--- src/adfp_defs.svh ---
`ifndef ADFP_DEFS_SVH
`define ADFP_DEFS_SVH

// ==========================================
// register indices (byte address is index times four)
`define ADFP_IDX_PAT_LOW 6'h20
`define ADFP_IDX_PAT_MID 6'h21
`define ADFP_IDX_PAT_HIGH 6'h22
`define ADFP_IDX_FEATURE 6'h24
`define ADFP_IDX_DECIM 6'h25

// ==========================================
// feature_path_control fields
`define ADFP_AVG_BIT 5
`define ADFP_SEL_HI 4
`define ADFP_SEL_LO 3
`define ADFP_PATH_BIT 2
`define ADFP_FEN_BIT 1
`define ADFP_FEATURE_MASK 8'h3E

// ==========================================
// decimation_control fields
`define ADFP_SELEN_BIT 7
`define ADFP_DEC_HI 6
`define ADFP_DEC_LO 4
`define ADFP_REAL_BIT 3
`define ADFP_PHASE_BIT 0
`define ADFP_DECIM_MASK 8'hF9
`define ADFP_PAT_HIGH_MASK 8'h0F

// ==========================================
// reset values and codes
`define ADFP_RST_BYTE 8'h00
`define ADFP_SEL_AVG 2'b11
`define ADFP_SEL_A 2'b01
`define ADFP_SEL_B 2'b10
`define ADFP_DEC_BYPASS 3'b000
`define ADFP_DEC_MAX 3'b101
`define ADFP_PAT_ALL 20'hF_FFFF
`define ADFP_PAT_ONES_BASE 5'h07
`define ADFP_RESP_OKAY 2'b00
`define ADFP_RESP_SLVERR 2'b10

`endif

--- src/adfp_pkg.sv ---
package adfp_pkg;
    typedef logic [7:0] adfp_byte_t;
    typedef logic [19:0] adfp_pat_t;
    typedef logic [1:0] adfp_sel_t;
    typedef logic [2:0] adfp_dec_t;
    typedef logic [1:0] adfp_res_t;
endpackage

--- src/adfp_avg.sv ---
`timescale 1ns/1ps
module adfp_avg #(
    parameter int SW = 14
) (
    // samples
    input wire logic signed [SW-1:0] chanA,
    input wire logic signed [SW-1:0] chanB,
    // average
    output logic signed [SW-1:0] average
);
    logic signed [SW:0] sum;
    logic signed [SW:0] half;

    // ==========================================
    // sum then halve, arithmetic
    assign sum = {chanA[SW-1], chanA} + {chanB[SW-1], chanB};
    assign half = sum >>> 1;
    assign average = half[SW-1:0];
endmodule

--- src/adfp_config.sv ---
// Our own choice: register access over AXI4-Lite.
`timescale 1ns/1ps
`include "adfp_defs.svh"
module adfp_config #(
    parameter int SW = 14,
    parameter int PW = 32
) (
    // clock and reset
    input wire logic clock,
    input wire logic reset_n,
    // axi4-lite write address
    input wire logic awvalid,
    output logic awready,
    input wire logic [7:0] awaddr,
    input wire logic [2:0] awprot,
    // axi4-lite write data
    input wire logic wvalid,
    output logic wready,
    input wire logic [31:0] wdata,
    input wire logic [3:0] wstrb,
    // axi4-lite write response
    output logic bvalid,
    input wire logic bready,
    output logic [1:0] bresp,
    // axi4-lite read address
    input wire logic arvalid,
    output logic arready,
    input wire logic [7:0] araddr,
    input wire logic [2:0] arprot,
    // axi4-lite read data
    output logic rvalid,
    input wire logic rready,
    output logic [31:0] rdata,
    output logic [1:0] rresp,
    // converter samples
    input wire logic sampleValid,
    input wire logic signed [SW-1:0] sampleA,
    input wire logic signed [SW-1:0] sampleB,
    input wire logic [PW-1:0] ncoPhase,
    input wire adfp_pkg::adfp_res_t outputResolution,
    // bypass stream
    output logic bypassValid,
    output logic signed [SW-1:0] bypassA,
    output logic signed [SW-1:0] bypassB,
    // filter inputs
    output logic filterValid,
    output logic decimValid,
    output logic signed [SW-1:0] filterInA,
    output logic signed [SW-1:0] filterInB,
    output logic [PW-1:0] ncoPhaseOut,
    // configuration
    output adfp_pkg::adfp_pat_t framePattern,
    output adfp_pkg::adfp_dec_t decimationCode,
    output logic realMode
);
    import adfp_pkg::*;

    typedef struct packed {
        adfp_byte_t patLow;
        adfp_byte_t patMid;
        adfp_byte_t patHigh;
        adfp_byte_t feature;
        adfp_byte_t decim;
        logic awHeld;
        logic [7:0] awAddr;
        logic wHeld;
        adfp_byte_t wByte;
        logic wLane;
        logic bValid;
        logic [1:0] bResp;
        logic rValid;
        adfp_byte_t rByte;
        logic [1:0] rResp;
        logic bypValid;
        logic signed [SW-1:0] bypA;
        logic signed [SW-1:0] bypB;
        logic filtValid;
        logic decValid;
        logic signed [SW-1:0] filtA;
        logic signed [SW-1:0] filtB;
        logic [PW-1:0] phase;
        logic [4:0] decCount;
        adfp_pat_t pattern;
    } adfp_state_t;

    adfp_state_t st;
    adfp_state_t next_st;
    logic signed [SW-1:0] avgOut;

    // ==========================================
    // averaging
    adfp_avg #(
        .SW(SW)
    ) i_adfp_avg (
        .chanA(sampleA),
        .chanB(sampleB),
        .average(avgOut)
    );

    // ==========================================
    // field views
    logic avgEnable;
    logic featurePathSelect;
    logic filterEnable;
    logic inputSelectEnable;
    logic phaseInvert;
    adfp_sel_t filterInputSelect;
    adfp_sel_t routeSel;
    adfp_dec_t decCode;
    logic [4:0] decMask;
    logic [4:0] patOnes;
    adfp_pat_t autoPattern;
    adfp_pat_t progPattern;

    assign avgEnable = st.feature[`ADFP_AVG_BIT];
    assign filterInputSelect = st.feature[`ADFP_SEL_HI:`ADFP_SEL_LO];
    assign featurePathSelect = st.feature[`ADFP_PATH_BIT];
    assign filterEnable = st.feature[`ADFP_FEN_BIT];
    assign inputSelectEnable = st.decim[`ADFP_SELEN_BIT];
    assign decCode = st.decim[`ADFP_DEC_HI:`ADFP_DEC_LO];
    assign phaseInvert = st.decim[`ADFP_PHASE_BIT];
    // selector code only counts while enabled
    assign routeSel = inputSelectEnable ? filterInputSelect : 2'h0;
    assign patOnes = `ADFP_PAT_ONES_BASE + {3'h0, outputResolution};
    assign autoPattern = ~(`ADFP_PAT_ALL >> patOnes);
    assign progPattern = {st.patHigh[3:0], st.patMid, st.patLow};

    // divider mask per decimation ratio, unused codes act as bypass
    always_comb begin
        case (decCode)
            3'h1: decMask = 5'h01;
            3'h2: decMask = 5'h03;
            3'h3: decMask = 5'h07;
            3'h4: decMask = 5'h0F;
            3'h5: decMask = 5'h1F;
            default: decMask = 5'h00;
        endcase
    end

    // ==========================================
    // bus handshake
    logic awFire;
    logic wFire;
    logic arFire;
    logic haveAw;
    logic haveW;
    logic [7:0] wrAddr;
    adfp_byte_t wrByte;
    logic wrLane;
    logic wrMapped;
    logic rdMapped;
    adfp_byte_t rdByte;

    assign awready = !st.awHeld && !st.bValid;
    assign wready = !st.wHeld && !st.bValid;
    assign arready = !st.rValid;
    assign awFire = awvalid && awready;
    assign wFire = wvalid && wready;
    assign arFire = arvalid && arready;
    assign haveAw = st.awHeld || awFire;
    assign haveW = st.wHeld || wFire;
    assign wrAddr = st.awHeld ? st.awAddr : awaddr;
    assign wrByte = st.wHeld ? st.wByte : wdata[7:0];
    assign wrLane = st.wHeld ? st.wLane : wstrb[0];

    function automatic logic isMapped(input logic [7:0] addr);
        logic [5:0] idx;
        idx = addr[7:2];
        isMapped = (idx == `ADFP_IDX_PAT_LOW) || (idx == `ADFP_IDX_PAT_MID) ||
            (idx == `ADFP_IDX_PAT_HIGH) || (idx == `ADFP_IDX_FEATURE) ||
            (idx == `ADFP_IDX_DECIM);
    endfunction

    assign wrMapped = isMapped(wrAddr);
    assign rdMapped = isMapped(araddr);

    always_comb begin
        case (araddr[7:2])
            `ADFP_IDX_PAT_LOW: rdByte = st.patLow;
            `ADFP_IDX_PAT_MID: rdByte = st.patMid;
            `ADFP_IDX_PAT_HIGH: rdByte = st.patHigh;
            `ADFP_IDX_FEATURE: rdByte = st.feature;
            `ADFP_IDX_DECIM: rdByte = st.decim;
            default: rdByte = `ADFP_RST_BYTE;
        endcase
    end

    // ==========================================
    // next state
    always_comb begin
        next_st = st;
        // write channel
        if (awFire) begin
            next_st.awHeld = 1'b1;
            next_st.awAddr = awaddr;
        end
        if (wFire) begin
            next_st.wHeld = 1'b1;
            next_st.wByte = wdata[7:0];
            next_st.wLane = wstrb[0];
        end
        if (haveAw && haveW) begin
            next_st.awHeld = 1'b0;
            next_st.wHeld = 1'b0;
            next_st.bValid = 1'b1;
            next_st.bResp = wrMapped ? `ADFP_RESP_OKAY : `ADFP_RESP_SLVERR;
            if (wrLane) begin
                case (wrAddr[7:2])
                    `ADFP_IDX_PAT_LOW: next_st.patLow = wrByte;
                    `ADFP_IDX_PAT_MID: next_st.patMid = wrByte;
                    `ADFP_IDX_PAT_HIGH: next_st.patHigh = wrByte & `ADFP_PAT_HIGH_MASK;
                    `ADFP_IDX_FEATURE: next_st.feature = wrByte & `ADFP_FEATURE_MASK;
                    `ADFP_IDX_DECIM: next_st.decim = wrByte & `ADFP_DECIM_MASK;
                    default: next_st.bResp = `ADFP_RESP_SLVERR;
                endcase
            end
        end else if (st.bValid && bready) begin
            next_st.bValid = 1'b0;
        end
        // read channel
        if (arFire) begin
            next_st.rValid = 1'b1;
            next_st.rByte = rdByte;
            next_st.rResp = rdMapped ? `ADFP_RESP_OKAY : `ADFP_RESP_SLVERR;
        end else if (st.rValid && rready) begin
            next_st.rValid = 1'b0;
        end
        // frame pattern, automatic only in bypass
        next_st.pattern = (decCode == `ADFP_DEC_BYPASS) ? autoPattern : progPattern;
        // sample path
        next_st.bypValid = sampleValid && !featurePathSelect;
        next_st.filtValid = sampleValid && featurePathSelect && filterEnable;
        next_st.decValid = 1'b0;
        if (sampleValid && !featurePathSelect) begin
            next_st.bypA = sampleA;
            next_st.bypB = sampleB;
        end
        if (sampleValid && featurePathSelect) begin
            case (routeSel)
                `ADFP_SEL_A: begin
                    next_st.filtA = sampleA;
                    next_st.filtB = sampleA;
                end
                `ADFP_SEL_B: begin
                    next_st.filtA = sampleB;
                    next_st.filtB = sampleB;
                end
                `ADFP_SEL_AVG: begin
                    next_st.filtA = avgEnable ? avgOut : sampleA;
                    next_st.filtB = avgEnable ? avgOut : sampleB;
                end
                default: begin
                    next_st.filtA = sampleA;
                    next_st.filtB = sampleB;
                end
            endcase
            // real mode does no mixing
            if (st.decim[`ADFP_REAL_BIT]) begin
                next_st.phase = '0;
            end else begin
                next_st.phase = phaseInvert ? ~ncoPhase : ncoPhase;
            end
        end
        // decimation divider on filtered samples
        if (sampleValid && featurePathSelect && filterEnable) begin
            next_st.decValid = ((st.decCount & decMask) == decMask);
            next_st.decCount = 5'((st.decCount + 5'h01) & decMask);
        end
        if (!filterEnable) begin
            next_st.decCount = 5'h00;
        end
    end

    // ==========================================
    // state register
    always_ff @(posedge clock) begin
        if (!reset_n) begin
            st <= '0;
        end else begin
            st <= next_st;
        end
    end

    // ==========================================
    // outputs
    assign bvalid = st.bValid;
    assign bresp = st.bResp;
    assign rvalid = st.rValid;
    assign rdata = {24'h00_0000, st.rByte};
    assign rresp = st.rResp;
    assign bypassValid = st.bypValid;
    assign bypassA = st.bypA;
    assign bypassB = st.bypB;
    assign filterValid = st.filtValid;
    assign decimValid = st.decValid;
    assign filterInA = st.filtA;
    assign filterInB = st.filtB;
    assign ncoPhaseOut = st.phase;
    assign framePattern = st.pattern;
    assign decimationCode = decCode;
    assign realMode = st.decim[`ADFP_REAL_BIT];
endmodule

--- config.mk ---
export PLATFORM = sky130hd
export DESIGN_NAME = adfp_config
export DESIGN_NICKNAME = d
export VERILOG_FILES = /design/src/adfp_pkg.sv /design/src/adfp_avg.sv /design/src/adfp_config.sv
export VERILOG_INCLUDE_DIRS = /design/src
export SDC_FILE = /design/constraint.sdc
export NUM_CORES = 1
export LEC_CHECK = 0
export ABC_AREA = 1
export BUFFER_PORTS_ARGS = -buffer_cell sky130_fd_sc_hd__buf_2
export CORE_MARGIN = 5
export CORE_UTILIZATION = 30
export DETAILED_ROUTE_END_ITERATION = 16
export PLACE_DENSITY_LB_ADDON = 0.05
export SLEW_MARGIN = 20
export SYNTH_ARGS = -nofsm -noshare
export SYNTH_HDL_FRONTEND = slang
export SYNTH_SLANG_ARGS = --single-unit
--- constraint.sdc ---
create_clock -name clock -period 4.6 [get_ports clock]
set_input_delay 0.69 -clock clock [delete_from_list [all_inputs] [get_ports clock]]
set_output_delay 0.69 -clock clock [all_outputs]
set_load 0.01 [all_outputs]
==> results list, run 1 <==
- The die is 188 um wide.
* Total detailed-routing wirelength: 30.2 mm
* Cell Pwr Density: 334 mW/mm^2
- Yosys attributes the largest share of cell area to sky130_fd_sc_hd__dfxtp_1 (37%), sky130_fd_sc_hd__nand2_1 (12%), sky130_fd_sc_hd__buf_4 (12%), sky130_fd_sc_hd__a21oi_1 (9.8%), sky130_fd_sc_hd__o21ai_0 (7.1%).
- Warnings from Yosys: 0
- Part of the cycle the worst path needs: 59.3%
- Post-detail-place hpwl: 22.8 mm
- Routed Antenna Nets: 0
* Critical-path maximum fanout: 22
* Worst R2R Path Depth: 6
* DRC errors left: 0
* Fmax: 366 MHz
* Final clock skew: 0.0123 ns
- After clock tree synthesis, the flow added hold-fix buffers numbering 0.
- Outcome: finished clean
- The design draws 3.52 mW.
- From bottom edge to top edge, the die measures 188 um.
- Number of I/O port buffers: 220
- Insertion delay to the later sink of the worst-skew pair: 0.44 ns
* Top_reg_cell synth: sky130_fd_sc_hd__dfxtp_1
* Initial standard-cell utilization of the core: 30.3%
* Maximum VDD drop: 0.234 mV
- With fillers left out, the area of the finished cells amounts to 0.0105 mm^2.
- Among all cell types in the netlist, the one instantiated most often is sky130_fd_sc_hd__nand2_1.
- Placement row count: 65
- CTS sink count: 176
- In the routed layout, each cell is associated on average with a via count of 4.51.
- Final setup fails: 0
* Dpl cell area: 0.00996 mm^2
* Worst Path Class, Setup: reg -> reg
- Reg2Reg Launch Point: st[139]
- Final number of max-transition violations: 0
- For this run the aggregate overflow at the end of global routing stands at 0.
* Required @ worst endpoint: 4.92 ns
* Synthesis-to-finish area growth: 10.6%
- Tracing the worst setup path back leads to its startpoint at st[139].
- Routed via count: 8379
* Utilization after layout: 33.5%
* Number of failing hold endpoints at the final stage: 0
- The analysis attributes to cell leakage a power of 4.99 nW.
- Clock Pin Slew Worst Setup and Hold Paths: 0.07 ns
- No sink is reached through more buffers than the 2 on the longest clock path.
* Startpoint kind of the worst setup timing path: flip-flop
- Portion of the post-synthesis area used by sequential elements: 37.0%
* Syn Std Cell Area: 0.00953 mm^2
- Once the clock tree was built, the resizer swapped 0 gates to a different size.
- The number of clock buffers added by TritonCTS is 17.
- Asr flop ratio synth: 0%
- Dominant cell type by area after synthesis: sky130_fd_sc_hd__dfxtp_1
- Counting tap cells, the placed design contains a total of 1826 instances.
- Share of the synthesized area in the top cell type: 37.0%
* Post-Syn Instances: 1374
- Area of the core region: 0.0315 mm^2
- Headroom to the max-slew limit came out at 29.1%.
- Summed over all failing endpoints, the final setup total negative slack is 0 ns.
- Worst min-delay path category: reg -> reg
* Number of synthesized flops with an enable pin: 0
- Antenna diode instance count: 0
* Measured slew at the worst slew-check pin: 1.06 ns
* Vias in the first global route: 8102
- Beginning of the worst hold path: st[144]
- Htree depth: 4
- Hold Path Cell Cnt: 2
- Data arrives at the worst endpoint at 3.05 ns.
* Category of the worst setup path capture point: flip-flop
* Post-synth top cells: sky130_fd_sc_hd__nand2_1 (307), sky130_fd_sc_hd__a21oi_1 (186), sky130_fd_sc_hd__dfxtp_1 (176), sky130_fd_sc_hd__inv_1 (171), sky130_fd_sc_hd__buf_4 (148)
- Floorplan die area: 0.0354 mm^2
- Wire length of the first global-routing pass: 46.5 mm
- Counting flops and latches in the post-synthesis netlist gives 176.
- DRT iter0 DRCs: 424
- Number of top-level design ports: 284
- Routability cong.: 0.810
- Synthesized area per cell: 6.94 um^2
- Setup repair after global routing left no endpoint under its margin.
* Fraction of final layout cells sized beyond drive strength 1: 18.6%
* Max-cap check violation count: 0
- Combined global-route utilization of all metal layers: 16.8%
- The net count of the finished layout is 1586.
* Final worst path period need: 2.73 ns
- The first detailed-routing pass ran for 5 iterations.
- The initial antenna violation count came to 0.
- Entering global routing, the biggest net connects 61 pins.
- Distinct cell type count of the synthesized netlist: 45
- TritonCTS built the clock tree.
- Post-CTS timing repair inserted 0 buffers for setup.
- Final cell count without fillers: 1857
* Average wire per standard cell: 16.3 um
* Fillcell total: 3558
- In this run the clock root is driven by a sky130_fd_sc_hd__clkbuf_16.
## through the flow
stage,hold WS (ns),setup WS [ns]
6_report,0.458,1.87
5_1_grt,0.476,1.52
4_1_cts,0.459,1.84
3_5_place_dp,0.447,1.77
3_3_place_gp,0.442,1.82
2_1_floorplan,0.424,2.55
## sequential cells by signal (all words and copies together), names as in the netlist, 8 cells and up
name	count
ncoPhaseOut	32
bypassA	14
progPattern	20
framePattern	20
filterInB	14
filterInA	14
rdata	8
st	22
bypassB	14
## cells by family (layout without fill, tap and decap cells)
group                    count (synthesis)  after routing  synth area share [%]
AO/OA/AOI/OAI                          351            351                  19.3
XOR/XNOR                                34             34                  3.12
adder cells (fa/ha/maj)                 15             15                  2.05
buffers and inverters                  375            431                  20.7
flip-flops                             176            176                  37.0
other                                    1             26                0.0393
AND/OR/NAND/NOR                        422            422                  17.8
## per-layer routing
layer | vias up | global-route usage, % | wire [um]
met5 | - | 0 | 0
met4 | 0 | 4.23 | 427
met3 | 24 | 3.80 | 1530
met2 | 204 | 26.4 | 13500
met1 | 3808 | 23.3 | 14700
li1 | 4343 | - | -
## worst paths after layout
kind	to	slack [ns]
max reg2reg	progPattern[17]	1.87
min	st[144]	0.46
max	progPattern[17]	1.87
min reg2reg	st[144]	0.46
## area by class of cell
cell class / count / area (um^2) / area share (%)
clock buffers: 19 / 443 / 4.20
inverters: 173 / 649 / 6.16
clock inverters: 12 / 135 / 1.28
multi-input cells: 848 / 4130 / 39.2
flip-flops and latches: 176 / 3520 / 33.4
repair buffers: 227 / 1150 / 10.9
well taps: 402 / 503 / 4.77
## critical path: stages, from the launching register on
cell                       delay, ns
sky130_fd_sc_hd__dfxtp_1        0.57
sky130_fd_sc_hd__nor3b_4        0.71
sky130_fd_sc_hd__o21ai_2        0.20
sky130_fd_sc_hd__a211oi_4       0.41
sky130_fd_sc_hd__nand2_1        0.38
sky130_fd_sc_hd__o21ai_0        0.28
sky130_fd_sc_hd__a21oi_1        0.06
## placed cells by master, fill, tap and decap left out, drive strengths merged
cell type  instances
xnor2              1
dfxtp            176
a21o               4
o22ai              2
ha                14
o221ai             3
and2               2
clkinvlp           7
nand3             31
clkinv             3
nor3               9
nor4               2
xor2              33
fa                 1
nand2            309
a211oi             3
o21ai            141
nor2              62
nor3b              2
a221oi             3
a21boi             1
a2bb2oi            1
o31ai              1
or2                1
and3               1
o21bai             1
a31oi              1
o21a               1
buf              227
o41ai              1
o2111ai            2
clkbuf            19
nand4              3
conb              26
a21oi            186
bufinv             2
inv              173
## power by group
| part | switching (mW) | internal [mW] |
|---|---|---|
| logic | 0.306 | 0.150 |
| clock network | 0.636 | 0.813 |
| registers | 0.0386 | 1.58 |
Note: power is estimated with default switching activity, not from simulation.
==> run 2: changes to the inputs <==
--- a/config.mk
+++ b/config.mk
@@ -6,7 +6,7 @@
 export SDC_FILE = /design/constraint.sdc
 export NUM_CORES = 1
 export LEC_CHECK = 0
-export ABC_AREA = 1
+export ABC_AREA = 0
 export BUFFER_PORTS_ARGS = -buffer_cell sky130_fd_sc_hd__buf_2
 export CORE_MARGIN = 5
 export CORE_UTILIZATION = 30
==> constraint.sdc (replaced) <==
create_clock -name clock -period 2.62 [get_ports clock]
set_input_delay 0.393 -clock clock [delete_from_list [all_inputs] [get_ports clock]]
set_output_delay 0.393 -clock clock [all_outputs]
set_load 0.01 [all_outputs]
==> run 2 against run 1 <==
- wire length rose by 2.2%
- die area fell by 0.27%
- maximum frequency rose by 27%
- setup slack got worse by 1.4 ns
- critical endpoint is now progPattern[13]
- first-iteration DRC count rose by 0.24%
==> results list, run 2 <==
* Static leakage: 5.00 nW (was 4.99 nW)
- Critical path's slowest cell: sky130_fd_sc_hd__dfxtp_1 (was sky130_fd_sc_hd__nor3b_4)
- The commonest register cell after synthesis is sky130_fd_sc_hd__dfxtp_1 (unchanged).
* Portion of the post-synthesis area used by sequential elements: 37.1% (was 37.0%)
* Required @ worst endpoint: 2.93 ns (was 4.92 ns)
- Reg2Reg Launch Point: st[148] (was st[139])
- Top delay family on crit path: flip-flops (was simple AND/OR/NAND/NOR gates)
* Reg2reg end: progPattern[13] (was progPattern[17])
* Seq. cell area: 0.00352 mm^2 (unchanged)
- The total of max-cap violations is 0 (unchanged).
* CTS sink count: 176 (unchanged)
* Number of buffers added for setup after CTS: 0 (unchanged)
- Setup repair after global routing missed its margin: false (unchanged).
- The maximum number of pins on one net before global-route repair is 56 (was 61).
- TritonCTS clock tree: yes (unchanged)
- Routed via count: 8093 (was 8379)
- The via count of the first global-routing pass is 7958 (was 8102).
- Worst Path Class, Setup: reg -> reg (unchanged)
- The average cell area after synthesis was 8.30 um^2 (was 6.94 um^2).
- Per-cell via count in the routed design: 4.87 (was 4.51)
- The number of buffers inserted during clock tree synthesis is 17 (unchanged).
- The number of different library cells in the post-synthesis netlist is 73 (was 45).
* Category of the worst setup path capture point: flip-flop (unchanged)
- The detailed-route wire length is 30.9 mm (was 30.2 mm).
- Post-route standard cell area excluding fillers: 0.0108 mm^2 (was 0.0105 mm^2)
- The number of pins with negative max-slew slack in the final report is 0 (unchanged).
- CTS max path bufs: 2 (unchanged)
- Ordered cell list for the critical path: nand2_1 -> o32a_1 -> a211oi_4 -> nand3_2 -> mux2i_1 -> nor2_1 (was nor3b_4 -> o21ai_2 -> a211oi_4 -> nand2_1 -> o21ai_0 -> a21oi_1)
- Area of combinational cells with multiple inputs: 0.00461 mm^2 (was 0.00413 mm^2)
* Die Span Y: 188 um (about the same)
- Worst R2R Path Depth: 6 (unchanged)
- The gate count after technology mapping came to 1146 (was 1374).
* Width of the chip: 188 um (about the same)
* Number of I/O port buffers: 220 (unchanged)
* Floorplan die area: 0.0353 mm^2 (was 0.0354 mm^2)
- Buf/Inv on CP: 0 (unchanged)
- Worst min-delay path category: in -> reg (was reg -> reg)
- Synthesis-to-finish area growth: 13.8% (was 10.6%)
- The peak ir drop on the vdd network came to 0.464 mV (was 0.234 mV).
* Fillcell total: 3422 (was 3558)
- Warnings from Yosys: 0 (unchanged)
- Asr flop ratio synth: 0% (unchanged)
* Average wire per standard cell: 18.6 um (was 16.3 um)
- Syn Std Cell Area: 0.00951 mm^2 (was 0.00953 mm^2)
- Cell with the most instances after synthesis: sky130_fd_sc_hd__dfxtp_1 (was sky130_fd_sc_hd__nand2_1)
- Clock Pin Slew Worst Setup and Hold Paths: 0.07 ns (about the same)
- The post-detailed-route DRC marker count is 0 (unchanged).
- The first-pass iteration count of the detailed router came to 5 (unchanged).
- Initial standard-cell utilization of the core: 30.3% (about the same)
- Post-synth top cells: sky130_fd_sc_hd__dfxtp_1 (176), sky130_fd_sc_hd__buf_4 (147), sky130_fd_sc_hd__nor2_1 (140), sky130_fd_sc_hd__nand2_1 (123), sky130_fd_sc_hd__a21oi_1 (85) (was sky130_fd_sc_hd__nand2_1 (307), sky130_fd_sc_hd__a21oi_1 (186), sky130_fd_sc_hd__dfxtp_1 (176), sky130_fd_sc_hd__inv_1 (171), sky130_fd_sc_hd__buf_4 (148))
- The cell type with the highest aggregate area in the netlist is sky130_fd_sc_hd__dfxtp_1 (unchanged).
- The slew at the pin with the worst max-slew slack was 0.609 ns (was 1.06 ns).
- Total negative slack for setup checks: 0 ns (unchanged)
- The wire length of the first global-routing pass was 47.9 mm (was 46.5 mm).
* Cell Pwr Density: 582 mW/mm^2 (was 334 mW/mm^2)
- Flop and latch count out of synthesis: 176 (unchanged)
- Remaining global-route overflow: 0 (unchanged)
- The core area was 0.0314 mm^2 (was 0.0315 mm^2).
* R2r setup slk: 0.48 ns (was 1.87 ns)
- The worst-case headroom to the max-slew limit was 58.9% (was 29.1%).
- Initial antenna violation count: 2 (was 0)
* Number of failing hold endpoints at the final stage: 0 (unchanged)
- The number of enable-type register cells in the synthesized netlist is 0 (unchanged).
- Count of cells resized by post-cts repair: 0 (unchanged)
- Leading cell types in the layout, fill and taps excluded: sky130_fd_sc_hd__buf_2 (220), sky130_fd_sc_hd__dfxtp_1 (175), sky130_fd_sc_hd__nor2_1 (139) (was sky130_fd_sc_hd__nand2_1 (306), sky130_fd_sc_hd__buf_2 (220), sky130_fd_sc_hd__a21oi_1 (186)).
* Most common cell after layout, fill and taps aside: sky130_fd_sc_hd__buf_2 (was sky130_fd_sc_hd__nand2_1)
- The total placed instance area came to 0.0102 mm^2 (was 0.00996 mm^2).
- Routability cong.: 0.826 (was 0.810)
- The residual antenna-violating net count after detailed routing is 0 (unchanged).
- Outcome: finished clean (unchanged).
* Number of flip-flops in the largest register: 32 (unchanged)
- Post-detail-place hpwl: 23.1 mm (was 22.8 mm)
* Slowest cell delay on critical path: 0.66 ns (was 0.71 ns)
- The level count of the clock H-tree came to 4 (unchanged).
- The cell at the root of the clock tree was sky130_fd_sc_hd__clkbuf_16 (unchanged).
- Startpoint kind of the worst setup timing path: flip-flop (unchanged)
- Final worst path period need: 2.14 ns (was 2.73 ns)
- Share of the synthesized area in the top cell type: 37.1% (was 37.0%)
- Insertion delay to the later sink of the worst-skew pair: 0.45 ns (was 0.44 ns)
* Fraction of final layout cells sized beyond drive strength 1: 26.4% (was 18.6%)
* Beginning of the worst hold path: rready (was st[144])
- The number of standard-cell rows in the floorplan came to 65 (unchanged).
- The number of antenna cells inserted is 0 (unchanged).
- The fmax was 467 MHz (was 366 MHz).
- Final setup fails: 0 (unchanged)
- DRT iter0 DRCs: 425 (was 424)
- The maximum net fanout on the critical path came to 14 (was 22).
- The count of pins on the block boundary is 284 (unchanged).
* Hold Path Cell Cnt: 2 (unchanged)
- The post-layout net count is 1389 (was 1586).
* Part of the cycle the worst path needs: 81.7% (was 59.3%)
- The end point of the most critical hold path is rvalid (was st[144]).
- Arrival time at the worst endpoint: 2.45 ns (was 3.05 ns)
* Final clock skew: 0.00805 ns (was 0.0123 ns)
- Combined global-route utilization of all metal layers: 17.2% (was 16.8%)
- Power, Total: 6.30 mW (was 3.52 mW)
- Number of buffers added to fix hold violations after cts: 0 (unchanged)
- Leading post-synthesis cells by cell area: sky130_fd_sc_hd__dfxtp_1 (37%), sky130_fd_sc_hd__buf_4 (12%), sky130_fd_sc_hd__nor2_1 (5.5%), sky130_fd_sc_hd__nand2_1 (4.9%), sky130_fd_sc_hd__a21oi_1 (4.5%) (was sky130_fd_sc_hd__dfxtp_1 (37%), sky130_fd_sc_hd__nand2_1 (12%), sky130_fd_sc_hd__buf_4 (12%), sky130_fd_sc_hd__a21oi_1 (9.8%), sky130_fd_sc_hd__o21ai_0 (7.1%)).
[run 2: changes by cell type after synthesis, moves of 10 or more]
cell                       before  now
sky130_fd_sc_hd__a21oi_1      186   85
sky130_fd_sc_hd__a221oi_1       3   13
sky130_fd_sc_hd__a22oi_1        0   38
sky130_fd_sc_hd__and3_1         1   14
sky130_fd_sc_hd__inv_1        171   20
sky130_fd_sc_hd__mux2_2         0   12
sky130_fd_sc_hd__mux2i_1        0   40
sky130_fd_sc_hd__nand2_1      307  123
sky130_fd_sc_hd__nand3_1       29   17
sky130_fd_sc_hd__nor2_1        62  140
sky130_fd_sc_hd__nor3_1         9   22
sky130_fd_sc_hd__o21ai_0      135   47
[run 2: layer usage]
layer / track usage, % / wire length [um]
met4: 4.21 / 469
met5: 0 / 21
met2: 28.5 / 14900
met3: 5.04 / 1940
met1: 22.1 / 13500
[run 2: kinds of logic (layout without fill, tap and decap cells)]
kind of cell,after synthesis,in the layout,share of synthesized area (%)
mux,55,55,6.34
compound gates,264,264,18.2
fa+ha+maj,15,15,2.05
xor+xnor,37,37,3.41
other cells,1,26,0.0394
buf+inv,230,318,15.6
flops,176,176,37.1
simple gates,368,368,17.4
[run 2: how the worst max path moves through the flow]
stage,from,end,cells past startpoint
floorplan,sampleA[10],filterInA[11],7
global placement,sampleB[2],filterInB[9],8
detailed placement,sampleA[2],filterInB[9],8
CTS,st[148],progPattern[12],6
global route,st[148],progPattern[3],6
finish,st[148],progPattern[13],6
[run 2: power by group]
part / internal (mW) / switching (mW)
Clock: 1.57 / 1.23
Sequential: 2.74 / 0.0385
Combinational: 0.280 / 0.443
[run 2: worst register-to-register path, stage by stage, from the launching register on]
cell and delay (ns):
sky130_fd_sc_hd__dfxtp_1 0.66, sky130_fd_sc_hd__nand2_1 0.11, sky130_fd_sc_hd__o32a_1 0.24, sky130_fd_sc_hd__a211oi_4 0.34, sky130_fd_sc_hd__nand3_2 0.37, sky130_fd_sc_hd__mux2i_1 0.25
sky130_fd_sc_hd__nor2_1 0.05
[run 2: area by class of cell]
class / instances / share of cell area, %
flip-flops and latches: 176 / 32.6
inverters: 20 / 0.717
clock inverters: 14 / 1.84
repair buffers: 266 / 13.6
well taps: 402 / 4.65
multi-input cells: 765 / 42.6
clock buffers: 18 / 4.06
[run 2: through the flow]
| stage | worst slack [ns] | cells | hold WS [ns] | util (%) |
|---|---|---|---|---|
| after floorplan | 0.521 | 1171 | 0.417 | - |
| after global placement | 0.177 | 1629 | 0.427 | 32.4 |
| after detailed placement | 0.166 | 1629 | 0.432 | 32.4 |
| after CTS | 0.446 | 1661 | 0.0983 | 34.5 |
| after global routing | 0.216 | 1661 | 0.122 | 34.5 |
| final | 0.479 | 1661 | 0.131 | 34.5 |
==> run 3: changes to the inputs <==
--- a/config.mk
+++ b/config.mk
@@ -6,7 +6,7 @@
 export SDC_FILE = /design/constraint.sdc
 export NUM_CORES = 1
 export LEC_CHECK = 0
-export ABC_AREA = 0
+export ABC_AREA = 1
 export BUFFER_PORTS_ARGS = -buffer_cell sky130_fd_sc_hd__buf_2
 export CORE_MARGIN = 5
 export CORE_UTILIZATION = 30
==> constraint.sdc (replaced) <==
create_clock -name clock -period 2.2 [get_ports clock]
set_input_delay 0.33 -clock clock [delete_from_list [all_inputs] [get_ports clock]]
set_output_delay 0.33 -clock clock [all_outputs]
set_load 0.01 [all_outputs]
==> run 3 against run 2 <==
- largest cell class unchanged
- sequential cell count stayed put
- cell count increased by 14%
- critical path type unchanged
- clock-buffer cell count unchanged
- sequential power is 21% higher
- global-route usage decreased by 0.28 points
- maximum frequency is 11% higher
==> results list, run 3 (synthesized netlist as in run 1, its figures left out) <==
- Outcome: finished clean (unchanged).
* Max-cap check violation count: 0 (unchanged)
- Top delay family on crit path: compound AO/OA/AOI/OAI gates (was flip-flops)
- The data required time at the worst endpoint is 2.53 ns (was 2.93 ns).
- Fmax: 519 MHz (was 467 MHz)
- The shortest clock period the worst path allows after layout is 1.93 ns (was 2.14 ns).
* Number of buffers added to fix hold violations after cts: 0 (unchanged)
* Dpl cell area: 0.0102 mm^2 (about the same)
- Startpoint of the most critical setup path: st[139] (was st[148])
- Fraction of final layout cells sized beyond drive strength 1: 20.4% (was 26.4%)
- Area of the core region: 0.0315 mm^2 (was 0.0314 mm^2)
- Buf/Inv on CP: 1 (was 0)
* Worst Path Class, Setup: reg -> reg (unchanged)
- The depth of the most critical reg-to-reg path came to 7 (was 6).
- Ordered cell list for the critical path: nor3b_4 -> o21ai_2 -> a211oi_4 -> buf_4 -> nand2_1 -> o21ai_0 -> a21oi_1 (was nand2_1 -> o32a_1 -> a211oi_4 -> nand3_2 -> mux2i_1 -> nor2_1).
* Post-detail-place hpwl: 23.4 mm (was 23.1 mm)
- The cell at the root of the clock tree is sky130_fd_sc_hd__clkbuf_16 (unchanged).
- The detailed-route wire length per cell came to 16.0 um (was 18.6 um).
- Hold Path Cell Cnt: 3 (was 2)
- DR pass1 iterations: 5 (unchanged)
* Fillcell total: 3498 (was 3422)
* Routed via count: 8438 (was 8093)
- The peak ir drop on the vdd network is 0.533 mV (was 0.464 mV).
* Most common cell after layout, fill and taps aside: sky130_fd_sc_hd__nand2_1 (was sky130_fd_sc_hd__buf_2)
* Combined global-route utilization of all metal layers: 17.0% (was 17.2%)
- Area of combinational cells with multiple inputs: 0.00414 mm^2 (was 0.00461 mm^2)
* Initial standard-cell utilization of the core: 30.3% (about the same)
- The die footprint is 0.0354 mm^2 (was 0.0353 mm^2).
- The clock latency on the worst-skew pair was 0.44 ns (was 0.45 ns).
- The count of pins on the block boundary is 284 (unchanged).
- DRC errors left: 0 (unchanged)
- The die extent in y was 188 um (about the same).
- Net count of the finished layout: 1617 (was 1389)
- CTS Buf Count: 17 (unchanged)
* Number of failing hold endpoints at the final stage: 0 (unchanged)
- The number of DRC violations after detailed-routing iteration 0 was 438 (was 425).
* Initial antenna violation count: 0 (was 2)
- Leading cell types in the layout, fill and taps excluded: sky130_fd_sc_hd__nand2_1 (306), sky130_fd_sc_hd__buf_2 (220), sky130_fd_sc_hd__a21oi_1 (186) (was sky130_fd_sc_hd__buf_2 (220), sky130_fd_sc_hd__dfxtp_1 (175), sky130_fd_sc_hd__nor2_1 (139))
* Final number of max-transition violations: 0 (unchanged)
- Part of the cycle the worst path needs: 87.5% (was 81.7%)
* Seq. cell area: 0.00353 mm^2 (was 0.00352 mm^2)
- The flip-flop count of the largest register, all copies and words added was 32 (unchanged).
- Crit path depth: 7 (was 6)
- The worst hold slack came to 0.132 ns (was 0.131 ns).
- Post-route standard cell area excluding fillers: 0.0108 mm^2 (about the same)
- Arrival time at the worst endpoint: 2.25 ns (was 2.45 ns)
* Wire length of the first global-routing pass: 47.1 mm (was 47.9 mm)
* Remaining global-route overflow: 0 (unchanged)
- Cell count after placement: 1856 (was 1629)
* Critical path's slowest cell: sky130_fd_sc_hd__dfxtp_1 (unchanged)
* CTS sink count: 176 (unchanged)
- The residual antenna-violating net count after detailed routing was 0 (unchanged).
- Number of I/O port buffers: 220 (unchanged)
- The path category of the worst min-delay check is in -> reg (unchanged).
- The slew at the pin with the worst max-slew slack came to 0.558 ns (was 0.609 ns).
* Routability cong.: 0.827 (was 0.826)
- Worst-case headroom to the max-slew limit: 62.8% (was 58.9%)
- Final setup fails: 0 (unchanged)
- The detailed-route wire length is 30.3 mm (was 30.9 mm).
- Power, Total: 7.46 mW (was 6.30 mW)
- Category of the worst setup path capture point: flip-flop (unchanged)
* Cell Pwr Density: 690 mW/mm^2 (was 582 mW/mm^2)
* Antenna diode instance count: 0 (unchanged)
- Critical-path maximum fanout: 9 (was 14)
- Pre-CTS setup slack: 0.0573 ns (was 0.166 ns)
- Per-cell via count in the routed design: 4.47 (was 4.87)
- Worst setup slack after layout: 0.274 ns (was 0.479 ns)
* Beginning of the worst hold path: outputResolution[1] (was rready)
- Final clock skew: 0.0107 ns (was 0.00805 ns)
- The clock slew seen by the registers of the worst setup and hold paths came to 0.07 ns (about the same).
- The final standard cell count with taps included and fillers excluded was 1889 (was 1661).
- The number of standard-cell rows in the floorplan is 65 (unchanged).
- Slowest cell delay on critical path: 0.44 ns (was 0.66 ns)
* TritonCTS clock tree: yes (unchanged)
- The launching element type of the critical path was a flip-flop (unchanged).
- Reg2Reg Launch Point: st[139] (was st[148])
- The via count of the first global-routing pass came to 8289 (was 7958).
* Static leakage: 5.17 nW (was 5.00 nW)
- Synthesis-to-finish area growth: 13.3% (was 13.8%)
- The level count of the clock H-tree came to 4 (unchanged).
- The die width came to 188 um (about the same).
- The maximum buffer depth of the clock tree was 2 (unchanged).
- The maximum number of pins on one net before global-route repair was 56 (unchanged).
run 3: tightest hold or removal path: cells and delay by family:
family,cells,cell delay (ns)
buffers and inverters,1,0.10
AOI/OAI and AO/OA,1,0.06
and+or+nand+nor,1,0.05
run 3: layer usage:
layer	part of all wire (%)	vias to the layer above	track usage (%)
met5	0	-	0
met4	1.4	0	4.07
met3	4.9	23	4.08
met2	44	176	26.9
met1	49	3837	23.3
li1	-	4402	-
run 3: layout make-up:
| type | count | area share (%) |
|---|---|---|
| multi-input cells | 848 | 38.3 |
| well taps | 402 | 4.66 |
| flip-flops and latches | 176 | 32.6 |
| clock buffers | 18 | 4.06 |
| repair buffers | 258 | 12.9 |
| inverters | 173 | 6.01 |
| clock inverters | 14 | 1.35 |
run 3: worst paths after layout:
check	to	slack (ns)
setup / recovery	progPattern[16]	0.27
setup reg to reg	progPattern[16]	0.27
hold / removal	framePattern[11]	0.13
hold reg to reg	st[143]	0.45
run 3: per-stage QoR:
step | TNS, ns | utilization [%]
6_report | 0 | 34.3
5_1_grt | -0.00189 | 34.3
4_1_cts | 0 | 34.3
3_5_place_dp | 0 | 32.4
3_3_place_gp | 0 | 32.4
2_1_floorplan | 0 | -
run 3: timing repair:
action | in CTS | in global routing
endpoints found under the setup margin | 0 | 18
setup buffers | 0 | 1
hold endpoints to repair | 0 | 0
gates resized for setup | 0 | 2
run 3: where the power goes:
part           internal [mW]  switching [mW]  total [mW]
sequential              3.30          0.0689        3.37
clock                   1.63            1.43        3.06
combinational          0.364           0.665        1.03
total                   5.29            2.16        7.46
